## src/ddcr_pkg.sv

```systemverilog
// Constants and types for the down-converter control register group.
// Assumes one system clock; all inputs except the asynchronous reset are synchronous to it.
// How it works
// - Choice 00/01/10 picks oscillator one/two/three
// - Register choice field sits in bits 1-0
// - Pin-select bit 1 takes choice from pins
// - Policy 00: reset on every frame reset
// - Policy 01: first after start, then resync
// - Policy 10: resync applies two frame resets
// - Policy 11: reset only on converter start
// - Gain bit doubles band-0 output
// - Wide filter path never gets this doubling
package ddcr_pkg;

    // Register offsets
    localparam logic [7:0] ADDR_CHOICE_BY_PINS = 8'h0F;
    localparam logic [7:0] ADDR_OSC_CHOICE = 8'h10;
    localparam logic [7:0] ADDR_RESET_POLICY = 8'h11;
    localparam logic [7:0] ADDR_BAND0_GAIN = 8'h14;

    // Reset values
    localparam logic [1:0] OSC_CHOICE_RESET = 2'h0;
    localparam logic [1:0] RESET_POLICY_RESET = 2'h0;
    localparam logic BY_PINS_RESET = 1'b0;
    localparam logic GAIN_RESET = 1'b0;
    localparam logic [7:0] RDATA_RESET = 8'h00;

    // Field positions
    localparam int CHOICE_LSB = 0;
    localparam int POLICY_LSB = 0;
    localparam int FLAG_BIT = 0;

    // Oscillator choice codes
    localparam logic [1:0] OSC_ONE = 2'h0;
    localparam logic [1:0] OSC_TWO = 2'h1;
    localparam logic [1:0] OSC_THREE = 2'h2;

    // Frame reset policy codes
    localparam logic [1:0] POLICY_EVERY = 2'h0;
    localparam logic [1:0] POLICY_ONCE_RESYNC = 2'h1;
    localparam logic [1:0] POLICY_TWICE_RESYNC = 2'h2;
    localparam logic [1:0] POLICY_START_ONLY = 2'h3;

    // Sample width
    localparam int SAMPLE_W = 16;

    // Reset sequencer states, one-hot
    typedef enum logic [4:0] {
        ST_IDLE = 5'b0_0001,
        ST_ARMED = 5'b0_0010,
        ST_RUN = 5'b0_0100,
        ST_WAIT_TWO = 5'b0_1000,
        ST_WAIT_ONE = 5'b1_0000
    } ddcr_state_t;

endpackage : ddcr_pkg

```

## src/ddcr_gain_if.sv

```systemverilog
// Control link between the register bank and the band-0 gain stage.
// Assumes both ends run on the same system clock.
`timescale 1ns/1ps
`default_nettype none
interface ddcr_gain_if;
    logic double_gain;
    logic wide_path;

    modport ctrl (output double_gain, output wide_path);
    modport stage (input double_gain, input wide_path);
endinterface : ddcr_gain_if
`default_nettype wire

```

## src/ddcr_gain_stage.sv

```systemverilog
// Band-0 output scaler: optional doubling with saturation.
// Assumes samples are signed two's complement, one per valid cycle.
`timescale 1ns/1ps
`default_nettype none
module ddcr_gain_stage
    import ddcr_pkg::*;
(
    // Clock and reset
    input wire logic clk_sys,
    input wire logic reset,
    // Control
    ddcr_gain_if.stage ctl,
    // Sample in
    input wire logic in_valid,
    input wire logic signed [SAMPLE_W-1:0] in_i,
    input wire logic signed [SAMPLE_W-1:0] in_q,
    // Sample out
    output logic out_valid,
    output logic signed [SAMPLE_W-1:0] out_i,
    output logic signed [SAMPLE_W-1:0] out_q
);

    typedef struct packed {
        logic valid;
        logic signed [SAMPLE_W-1:0] i;
        logic signed [SAMPLE_W-1:0] q;
    } ddcr_gain_state_t;

    ddcr_gain_state_t st_reg;
    ddcr_gain_state_t st_next;

    // Doubling saturates rather than wraps, so a full-scale input stays sane
    function automatic logic signed [SAMPLE_W-1:0] dbl(input logic signed [SAMPLE_W-1:0] x);
        logic [1:0] top;
        top = x[SAMPLE_W-1 -: 2];
        if (top == 2'b01)
            dbl = {1'b0, {(SAMPLE_W-1){1'b1}}};
        else if (top == 2'b10)
            dbl = {1'b1, {(SAMPLE_W-1){1'b0}}};
        else
            dbl = {x[SAMPLE_W-2:0], 1'b0};
    endfunction

    // Scale only on the narrow path
    always_comb
    begin
        st_next = st_reg;
        st_next.valid = in_valid;
        if (in_valid)
        begin
            if (ctl.double_gain && !ctl.wide_path)
            begin
                st_next.i = dbl(in_i);
                st_next.q = dbl(in_q);
            end
            else
            begin
                st_next.i = in_i;
                st_next.q = in_q;
            end
        end
    end

    always_ff @(posedge clk_sys or posedge reset)
    begin
        if (reset)
            st_reg <= '0;
        else
            st_reg <= st_next;
    end

    assign out_valid = st_reg.valid;
    assign out_i = st_reg.i;
    assign out_q = st_reg.q;

endmodule // ddcr_gain_stage
`default_nettype wire

```

## src/ddcr_top.sv

```systemverilog
// Register bank for oscillator choice, frame reset policy and band-0 gain.
// Assumes a simple synchronous register port from the serial control logic
// and single-cycle event pulses from the link and clock logic.
// Map: 0x0F pin-select, 0x10 oscillator choice, 0x11 reset policy,
// 0x14 band-0 gain; other addresses read zero and ignore writes.
// Reset is asynchronous and clears every field except the sequencer, which starts idle.
`timescale 1ns/1ps
`default_nettype none
module ddcr_top
    import ddcr_pkg::*;
(
    // Clock and reset
    input wire logic clk_sys,
    input wire logic reset,
    // Register port
    input wire logic [7:0] reg_addr,
    input wire logic [7:0] reg_wdata,
    input wire logic reg_wr,
    output logic [7:0] reg_rdata,
    // Oscillator selection
    input wire logic [1:0] gpio_osc_choice,
    output logic [1:0] osc_active,
    // Reset policy events
    input wire logic frame_reset_event,
    input wire logic ddc_start,
    input wire logic clk_div_resync,
    output logic ddc_nco_reset,
    // Band-0 samples
    input wire logic wide_path_active,
    input wire logic band0_in_valid,
    input wire logic signed [SAMPLE_W-1:0] band0_in_i,
    input wire logic signed [SAMPLE_W-1:0] band0_in_q,
    output logic band0_out_valid,
    output logic signed [SAMPLE_W-1:0] band0_out_i,
    output logic signed [SAMPLE_W-1:0] band0_out_q
);

    // All state of the bank in one record: host fields first, then the
    // derived outputs and the sequencer, so one flop group holds it all
    typedef struct packed {
        // Host-written control fields
        logic by_pins;
        logic [1:0] osc_choice;
        logic [1:0] reset_policy;
        logic band0_double_gain;
        // Registered selection and start edge detector
        logic [1:0] osc_active;
        logic start_seen;
        // Reset pulse and the policy sequencer behind it
        logic nco_reset;
        ddcr_state_t seq;
        // Readback word, one cycle behind the address
        logic [7:0] rdata;
    } ddcr_top_state_t;

    // Every field starts cleared; the sequencer starts idle and the
    // first policy-00 cycle moves it to the running state
    localparam ddcr_top_state_t ST_RESET_VALUE = '{
        by_pins: BY_PINS_RESET,
        osc_choice: OSC_CHOICE_RESET,
        reset_policy: RESET_POLICY_RESET,
        band0_double_gain: GAIN_RESET,
        osc_active: OSC_ONE,
        start_seen: 1'b0,
        nco_reset: 1'b0,
        seq: ST_IDLE,
        rdata: RDATA_RESET
    };

    // Current and next copy of the record
    ddcr_top_state_t st_reg;
    ddcr_top_state_t st_next;

    // Decoded helpers shared by the next-state logic
    logic [1:0] choice_src;
    logic start_rise;

    // Control link to the band-0 scaler
    ddcr_gain_if gain_link ();

    // Source of the oscillator choice; pins are taken as already
    // synchronous, so no extra flop delays a pin-driven hop
    assign choice_src = st_reg.by_pins ? gpio_osc_choice : st_reg.osc_choice;

    // Start is a level; only its rising edge restarts a policy, so a start
    // held high for many cycles gives one restart, not a stream of them
    assign start_rise = ddc_start && !st_reg.start_seen;

    // Next state: register writes, readback, oscillator decode and the
    // reset-policy sequencer, all from the current record and the inputs
    always_comb
    begin
        // Hold by default; the reset pulse is cleared every cycle, so it
        // stands for exactly one cycle after the event that raised it
        st_next = st_reg;
        st_next.start_seen = ddc_start;
        st_next.nco_reset = 1'b0;

        // Register writes; upper bits are dropped, host keeps them zero
        if (reg_wr)
        begin
            unique case (reg_addr)
                ADDR_CHOICE_BY_PINS: st_next.by_pins = reg_wdata[FLAG_BIT];
                ADDR_OSC_CHOICE: st_next.osc_choice = reg_wdata[CHOICE_LSB +: 2];
                ADDR_RESET_POLICY: st_next.reset_policy = reg_wdata[POLICY_LSB +: 2];
                ADDR_BAND0_GAIN: st_next.band0_double_gain = reg_wdata[FLAG_BIT];
                default: ;
            endcase
        end

        // Readback, one cycle late; unused bits read zero
        // No read strobe, so a read never disturbs any state
        unique case (reg_addr)
            ADDR_CHOICE_BY_PINS: st_next.rdata = {7'h00, st_reg.by_pins};
            ADDR_OSC_CHOICE: st_next.rdata = {6'h00, st_reg.osc_choice};
            ADDR_RESET_POLICY: st_next.rdata = {6'h00, st_reg.reset_policy};
            ADDR_BAND0_GAIN: st_next.rdata = {7'h00, st_reg.band0_double_gain};
            default: st_next.rdata = RDATA_RESET;
        endcase

        // Decode the choice; undefined code 11 keeps the last oscillator
        // Holding beats a fallback: a stray code never hops the mixer phase
        unique case (choice_src)
            OSC_ONE: st_next.osc_active = OSC_ONE;
            OSC_TWO: st_next.osc_active = OSC_TWO;
            OSC_THREE: st_next.osc_active = OSC_THREE;
            default: st_next.osc_active = st_reg.osc_active;
        endcase

        // Reset sequencer; under policies 01 and 10 a converter start restarts the sequence in any state
        // Policies 00 and 11 are stateless and park the sequencer in RUN; 01 and 10
        // arm on a start, pulse on the next frame event, then wait in RUN for a
        // divider resync. A resync that lands while a wait is pending is dropped,
        // since the pending frame event realigns the converters anyway.
        unique case (st_reg.reset_policy)
            POLICY_EVERY:
            begin
                st_next.nco_reset = frame_reset_event;
                st_next.seq = ST_RUN;
            end
            POLICY_START_ONLY:
            begin
                st_next.nco_reset = start_rise;
                st_next.seq = ST_RUN;
            end
            default:
            begin
                if (start_rise)
                    st_next.seq = ST_ARMED;
                else
                begin
                    unique case (st_reg.seq)
                        // No start seen yet: frame events are ignored
                        ST_IDLE: ;
                        // Started: the next frame event gives the first reset
                        ST_ARMED:
                            if (frame_reset_event)
                            begin
                                st_next.nco_reset = 1'b1;
                                st_next.seq = ST_RUN;
                            end
                        // Running: only a divider resync opens a new window
                        ST_RUN:
                            if (clk_div_resync)
                                st_next.seq = (st_reg.reset_policy == POLICY_TWICE_RESYNC)
                                    ? ST_WAIT_TWO : ST_WAIT_ONE;
                        // Two frame events still owed after a resync
                        ST_WAIT_TWO:
                            if (frame_reset_event)
                            begin
                                st_next.nco_reset = 1'b1;
                                st_next.seq = ST_WAIT_ONE;
                            end
                        // Last frame event owed after a resync
                        ST_WAIT_ONE:
                            if (frame_reset_event)
                            begin
                                st_next.nco_reset = 1'b1;
                                st_next.seq = ST_RUN;
                            end
                        default: st_next.seq = ST_IDLE;
                    endcase
                end
            end
        endcase
    end

    // One flop group for the whole record; the asynchronous reset keeps
    // the reset pulse low from power-up, before the clock is running,
    // so the converters never see a spurious restart
    always_ff @(posedge clk_sys or posedge reset)
    begin
        if (reset)
            st_reg <= ST_RESET_VALUE;
        else
            st_reg <= st_next;
    end

    // Gain control to the band-0 stage
    assign gain_link.double_gain = st_reg.band0_double_gain;
    assign gain_link.wide_path = wide_path_active;

    // The scaler owns the sample flops; this bank only steers it,
    // so sample latency does not depend on register traffic
    ddcr_gain_stage u_gain (
        .clk_sys(clk_sys),
        .reset(reset),
        .ctl(gain_link.stage),
        .in_valid(band0_in_valid),
        .in_i(band0_in_i),
        .in_q(band0_in_q),
        .out_valid(band0_out_valid),
        .out_i(band0_out_i),
        .out_q(band0_out_q)
    );

    // Outputs straight from the record, so every data output is a flop
    assign reg_rdata = st_reg.rdata;
    assign osc_active = st_reg.osc_active;
    assign ddc_nco_reset = st_reg.nco_reset;

endmodule // ddcr_top
`default_nettype wire

```

## config.mk

```make
export PLATFORM = sky130hd
export DESIGN_NAME = ddcr_top
export DESIGN_NICKNAME = d
export VERILOG_FILES = /design/src/ddcr_pkg.sv /design/src/ddcr_gain_if.sv /design/src/ddcr_gain_stage.sv /design/src/ddcr_top.sv
export SDC_FILE = /design/constraint.sdc
export NUM_CORES = 1
export LEC_CHECK = 0
export ABC_AREA = 1
export BUFFER_PORTS_ARGS = -buffer_cell sky130_fd_sc_hd__buf_4
export CAP_MARGIN = 20
export CORE_AREA = 4 4 80 82
export DETAILED_ROUTE_END_ITERATION = 7
export DIE_AREA = 0 0 84 86
export PLACE_DENSITY_LB_ADDON = 0.2
export SLEW_MARGIN = 20
export SYNTH_ARGS = -nofsm -noshare
export SYNTH_HDL_FRONTEND = slang
export SYNTH_SLANG_ARGS = --single-unit
```

## constraint.sdc

```tcl
create_clock -name clk_sys -period 1.92 [get_ports clk_sys]
set_input_delay 0.192 -clock clk_sys [delete_from_list [all_inputs] [get_ports clk_sys]]
set_output_delay 0.192 -clock clk_sys [all_outputs]
set_load 0.005 [all_outputs]
```

==> results by group, run 1 <==
Status
  – Outcome: finished clean

Layout
  – Finished Layout Cells: 491
  – Share of layout cells above drive strength 1: 0.317
  – # diodes: 0
  – Commonest cells after routing, fill and taps aside: 94 x buf_4, 57 x nand2_1, 49 x dfrtp_1
  – Util after Layout: 0.612
  – Commonest non-fill, non-tap cell in the layout: buf_4
  – Final nets: 476
  – Area delta synth->final: 29.7%

STA
  – Least-Margin Pin Slew: 0.924 ns
  – # setup viols final: 0
  – Final hold viol count: 0
  – RSZ-0062 raised after global routing: no
  – Achievable Freq: 622 MHz
  – Setup TNS: 0 ns
  – Tcrit/Tclk final: 0.838
  – Layout Skew: between 0.006 and 0.007 ns
  – Slew Viols, Final: 0
  – Min Tclk post-route: about 1.6 ns
  – Slew HR: 0.382
  – Slack of the critical path: 0.311 ns

Power and ir drop
  – Clock power share: 0.291
  – P_sw: 0.000665 W
  – Static Leak: 1.74 nW
  – Overall power: 0.00242 W
  – Reg power frac: 0.495
  – Switching power share of the total: 0.274
  – Internal: roughly 0.0018 W
  – VDD IR-drop max: 350 µV
  – Gate power share: 0.215
  – Pwr per Cell Area: 689 mW/mm²

Worst hold path
  – Hold path depth: 3
  – Worst Hold Class: input port to register
  – Hold Crit Start: reg_wdata[0]

Floorplanning
  – Core ar.: around 0.0057 mm²
  – Top Ports: 102
  – Initial core utilization: 0.472
  – Die Footprint: 0.00722 mm²
  – DIE WIDTH: 84 µm
  – Die Ht: 86 µm
  – Num rows: 28

Synth
  – Yosys reg bits: 50
  – Area contributors post-synth: dfrtp_1 45%, nand2_1 7.9%, nor2_1 6.2%
  – Cell variety after synth: 31
  – Post-synth top area share: 0.452
  – Most area-hungry cell type in the Yosys netlist: dfrtp_1
  – Synth Instances: 331
  – Register area share after synthesis: 0.462
  – Syn_area_per_cell: 8.19 µm²
  – Post-Synthesis Cell Area: 0.00271 mm²
  – Yosys warns: 0

Setup path
  – Flop2flop setup slack: 0.31 ns
  – CP max FO: 5
  – Worst R2R Path Depth: 10
  – Critical Path Start Type: register
  – Start of the worst register-to-register path: st_reg[18]$_DFFE_PP0P_
  – Critical path data required time: 2.16 ns
  – Critical path type: register to register
  – CP arrival: about 1.9 ns
  – Crit path from: st_reg[18]$_DFFE_PP0P_
  – CP Capture Type: register

CTS
  – Clk slew on worst S/H paths: 0.08 ns
  – Root Buffer: clkbuf_8
  – Number of clock sinks seen by CTS: 50
  – CTS Buf Count: 5
  – Setup bufs post-CTS: 0
  – CTS tree: built
  – Clk Latency, worst-skew pair: 0.30 ns
  – Clock H-tree levels: 2
  – Clock Tree Buf Depth: 2

Job
  – Max-cap viol count: 0

Place
  – Detailed-placement wirelength estimate: 4.81 mm
  – Worst slack, placed: 0.226 ns
  – Placed Instances: 481
  – RePlAce Congestion: 0.866
  – Buffers on Ports: 89

Route
  – DR WL/cell: 12.8 µm
  – Drt via density: 4.94
  – Detailed Route WL: 6.30 mm
  – Detail Route Antenna Nets: 0
  – DR pass1 iterations: 4
  – # DRC: 0
  – Iter 0 DRT Violations: 65
  – DR vias: between 2k and 2.5k

GRT
  – First-pass GRT wire length: 10.7 mm
  – Largest net degree at the start of global routing: 32
  – Initial antenna violation count: 0
  – Vias in the first global route: 2351
  – GR Util All Layers: 0.180
  – Grt total ovfl: 0
-- critical path, stage by stage, from the launching register on --
cell and delay, ns:
dfrtp_1 0.39, inv_1 0.09, ha_1 0.36, inv_1 0.08, nor2_2 0.20, nand2_1 0.08
nand2_1 0.09, nand2_2 0.08, nand2_1 0.08, nand2_1 0.05, nand2_1 0.06
-- cells in the mapped netlist --
cell and instances:
a21oi_4 2, a31oi_1 26, buf_2 5, buf_4 11, buf_6 1, clkbuf_1 7
conb_1 1, dfrtp_1 49, dfstp_2 1, ha_1 3, inv_1 32, inv_2 3
mux2_2 2, mux2i_1 2, nand2_1 57, nand2_2 2, nand3_1 16, nand3b_1 1
nand4_1 7, nand4_2 1, nor2_1 45, nor2_2 3, nor2_4 2, nor3_1 5
nor3_4 1, o211ai_1 2, o21ai_0 13, o21ai_1 17, o21ai_2 10, o22ai_1 3
or2_4 1
-- area by class of cell --
class | count | area, µm²
Fill cell | 524 | 2230
Tap cell | 75 | 93.8
Multi-Input combinational cell | 227 | 1200
Timing Repair Buffer | 96 | 726
Clock buffer | 8 | 110
Sequential cell | 50 | 1250
Inverter | 35 | 131
-- kinds of logic after synthesis --
kind of cell    count (synthesis)  synth area share
flops                          50             0.462
fa+ha+maj                       3            0.0139
mux                             4            0.0157
buf+inv                        59             0.102
simple gates                  141             0.233
compound gates                 73             0.172
other cells                     1           0.00138
-- layer usage --
| layer | global-route usage | vias up | part of all wire |
|---|---|---|---|
| met5 | 0 | - | 0 |
| met4 | 0.0439 | 0 | 0.0084 |
| met3 | 0.0567 | 5 | 0.073 |
| met2 | 0.299 | 73 | 0.46 |
| met1 | 0.231 | 1090 | 0.46 |
| li1 | - | 1256 | - |
-- worst paths after layout --
kind                                                end
max in group asynchronous         st_reg[8]$_DFFE_PP1P_
min in group asynchronous  u_gain.out_i[12]$_DFFE_PP0P_
max                               st_reg[9]$_DFFE_PP0P_
min                              st_reg[18]$_DFFE_PP0P_
max reg2reg                       st_reg[9]$_DFFE_PP0P_
min reg2reg                   osc_active[0]$_DFFE_PP0P_
-- repair_timing --
item,4_1_cts,5_1_grt
hold endpoints to repair,20,1
resized for setup,0,0
hold buffers,1,1
-- power groups by stage --
stage / clock network [W] / registers (W) / logic (W)
floorplan: 0 / 0.00121 / 0.000270
global placement: 0 / 0.00122 / 0.000512
detailed placement: 0 / 0.00122 / 0.000524
CTS: 0.000729 / 0.00120 / 0.000525
global route: 0.000783 / 0.00121 / 0.000587
finish: 0.000704 / 0.00120 / 0.000520
-- per-stage QoR --
| stage | hold WS, ns | cell area, µm² |
|---|---|---|
| 6_report | 0.130 | 3520 |
| 5_1_grt | 0.125 | 3520 |
| 4_1_cts | 0.00328 | 3500 |
| 3_5_place_dp | 0.252 | 3380 |
| 3_3_place_gp | 0.246 | 3380 |
| 2_1_floorplan | 0.223 | 2730 |
No activity file was read; power rests on OpenSTA's default activity.
==> run 2: changes to the inputs <==
--- a/config.mk
+++ b/config.mk
@@ -8,9 +8,9 @@
 export ABC_AREA = 1
 export BUFFER_PORTS_ARGS = -buffer_cell sky130_fd_sc_hd__buf_4
 export CAP_MARGIN = 20
-export CORE_AREA = 4 4 80 82
+export CORE_AREA = 4 4 84 86
 export DETAILED_ROUTE_END_ITERATION = 7
-export DIE_AREA = 0 0 84 86
+export DIE_AREA = 0 0 88 90
 export PLACE_DENSITY_LB_ADDON = 0.2
 export SLEW_MARGIN = 20
 export SYNTH_ARGS = -nofsm -noshare
==> constraint.sdc (replaced) <==
create_clock -name clk_sys -period 1.44 [get_ports clk_sys]
set_input_delay 0.144 -clock clk_sys [delete_from_list [all_inputs] [get_ports clk_sys]]
set_output_delay 0.144 -clock clk_sys [all_outputs]
set_load 0.005 [all_outputs]
==> run 2 against run 1 <==
  * Cell area up 3.8%
  * Highest routed layer unchanged
  * Via count grew 3.6%
  * Combinational power grew 46%
  * Worst setup slack worse by 0.25 ns
  * Clock skew down 0.0042 ns
==> results by group, run 2 (synthesized netlist as in run 1, its figures left out) <==
STA
  – Slack of the critical path: 0.0657 ns
  – Achievable Freq: 728 MHz
  – Final hold viol count: 0
  – Setup TNS: 0 ns
  – Slew Viols, Final: 0
  – Layout Skew: 0.00275 ns
  – Final hold slack: around 0.088 ns
  – Tcrit/Tclk final: 0.954
  – Min Tclk post-route: 1.37 ns
  – # setup viols final: 0
  – Slew HR: 0.388
  – Least-Margin Pin Slew: approximately 0.91 ns

Setup path
  – CP max FO: 5
  – CP arrival: 1.57 ns
  – Critical path type: register to register
  – Critical path data required time: 1.64 ns
  – Flop2flop setup slack: 0.07 ns
  – Critical Path Start Type: register
  – Terminus of the critical flop-to-flop path: st_reg[12]$_DFFE_PP0P_
  – Crit path from: st_reg[14]$_DFF_PP0_
  – Worst R2R Path Depth: 8
  – CP Capture Type: register
  – Start of the worst register-to-register path: st_reg[14]$_DFF_PP0_

GRT
  – Initial antenna violation count: 0
  – First-pass GRT wire length: 11.0 mm
  – GR Util All Layers: 0.170
  – Vias in the first global route: 2471
  – Largest net degree at the start of global routing: 34
  – Grt total ovfl: 0

Layout
  – Commonest non-fill, non-tap cell in the layout: buf_4
  – Final nets: ~500
  – Share of layout cells above drive strength 1: 0.354
  – Area delta synth->final: 34.7%
  – Fillers: approximately 600
  – Commonest cells after routing, fill and taps aside: 102 x buf_4, 56 x nand2_1, 49 x dfrtp_1
  – # diodes: 0
  – Util after Layout: 0.582

Floorplanning
  – Die Footprint: just under 0.008 mm²
  – Num rows: 29
  – DIE WIDTH: 88 µm
  – Core ar.: 0.00628 mm²
  – Top Ports: 102
  – Initial core utilization: 0.432
  – Die Ht: 90 µm

CTS
  – CTS tree: built
  – Clock Tree Buf Depth: 2
  – Clock H-tree levels: 2
  – Clk slew on worst S/H paths: 0.09 ns
  – Root Buffer: clkbuf_8
  – Clk Latency, worst-skew pair: 0.30 ns
  – Number of clock sinks seen by CTS: 50
  – CTS Buf Count: 5

Power and ir drop
  – Static Leak: 1.79 nW
  – P_sw: between 0.0009 and 0.001 W
  – Switching power share of the total: 0.288
  – Gate power share: 0.237
  – Clock power share: 0.264
  – Internal: 0.00228 W
  – VDD IR-drop max: 451 µV
  – Pwr per Cell Area: 878 mW/mm²
  – Reg power frac: 0.499

Route
  – Iter 0 DRT Violations: 70
  – Drt via density: between 4 and 5
  – DR vias: around 2.5k
  – # DRC: 0
  – Detail Route Antenna Nets: 0
  – Detailed Route WL: 6.75 mm
  – DR pass1 iterations: 5
  – DR WL/cell: 13.4 µm

Place
  – Buffers on Ports: 89
  – RePlAce Congestion: approximately 0.9
  – Worst slack, placed: -0.0363 ns
  – Detailed-placement wirelength estimate: 5.07 mm

Worst hold path
  – Hold Crit Start: reg_wdata[0]
  – Worst Hold Endpoint: st_reg[18]$_DFFE_PP0P_
  – Hold path depth: 3
  – Worst Hold Class: input port to register

Job
  – Max-cap viol count: 0

Status
  – Outcome: finished clean
==> run 2: per-stage QoR <==
step,cell area (µm²),total power (W),instances
floorplan,2730,0.00198,336
global placement,3470,0.00234,491
detailed placement,3470,0.00236,491
CTS,3600,0.00322,501
global route,3650,0.00340,504
finish,3650,0.00321,504
==> run 2: worst max path at each step <==
stage | end | slack, ns
after global routing | st_reg[11]$_DFFE_PP0P_ | -0.02
after detailed placement | st_reg[12]$_DFFE_PP0P_ | -0.04
after floorplan | st_reg[12]$_DFFE_PP0P_ | 0.04
final | st_reg[12]$_DFFE_PP0P_ | 0.07
after CTS | st_reg[12]$_DFFE_PP0P_ | 0.001
after global placement | st_reg[9]$_DFFE_PP0P_ | -0.006
==> run 2: per-layer routing <==
| metal | track usage | up-vias | part of all wire |
|---|---|---|---|
| li1 | - | 1281 | - |
| met3 | 0.0475 | 6 | 0.069 |
| met5 | 0 | - | 0 |
| met4 | 0.0345 | 0 | 0.0080 |
| met1 | 0.218 | 1159 | 0.44 |
| met2 | 0.285 | 66 | 0.48 |
==> run 2: cell type report <==
type	count	area (µm²)	share of cell area
Tap cell	77	96.3	0.0264
Clock inverter	1	5.00	0.00137
Clock buffer	7	86.3	0.0236
Sequential cell	50	1250	0.343
Multi-Input combinational cell	228	1250	0.343
Inverter	35	131	0.0360
Timing Repair Buffer	106	826	0.226
==> run 2: power groups by stage <==
stage	clock network (W)	registers, W	logic, W
after floorplan	0	0.00162	0.000360
after global placement	0	0.00162	0.000717
after detailed placement	0	0.00163	0.000731
after CTS	0.000875	0.00160	0.000747
after global routing	0.000931	0.00162	0.000851
final	0.000846	0.00160	0.000759
==> run 2: timing repair <==
item                                    CTS  global route
gates resized for setup                   4             9
endpoints found under the setup margin    5            10
hold buffers                              2             0
setup buffers                             0             2
hold endpoints to repair                 17             0
gates cloned                              0             1
pin swaps                                 1             2
==> run 2: worst max-delay path, stage by stage (launching register included) <==
cell and delay (ns):
dfrtp_1 0.38, nor2_1 0.32, nor2_2 0.07, inv_1 0.12, nor2_4 0.05, nor2_4 0.16, nand2_2 0.07, nand2_1 0.05
nand2_1 0.04
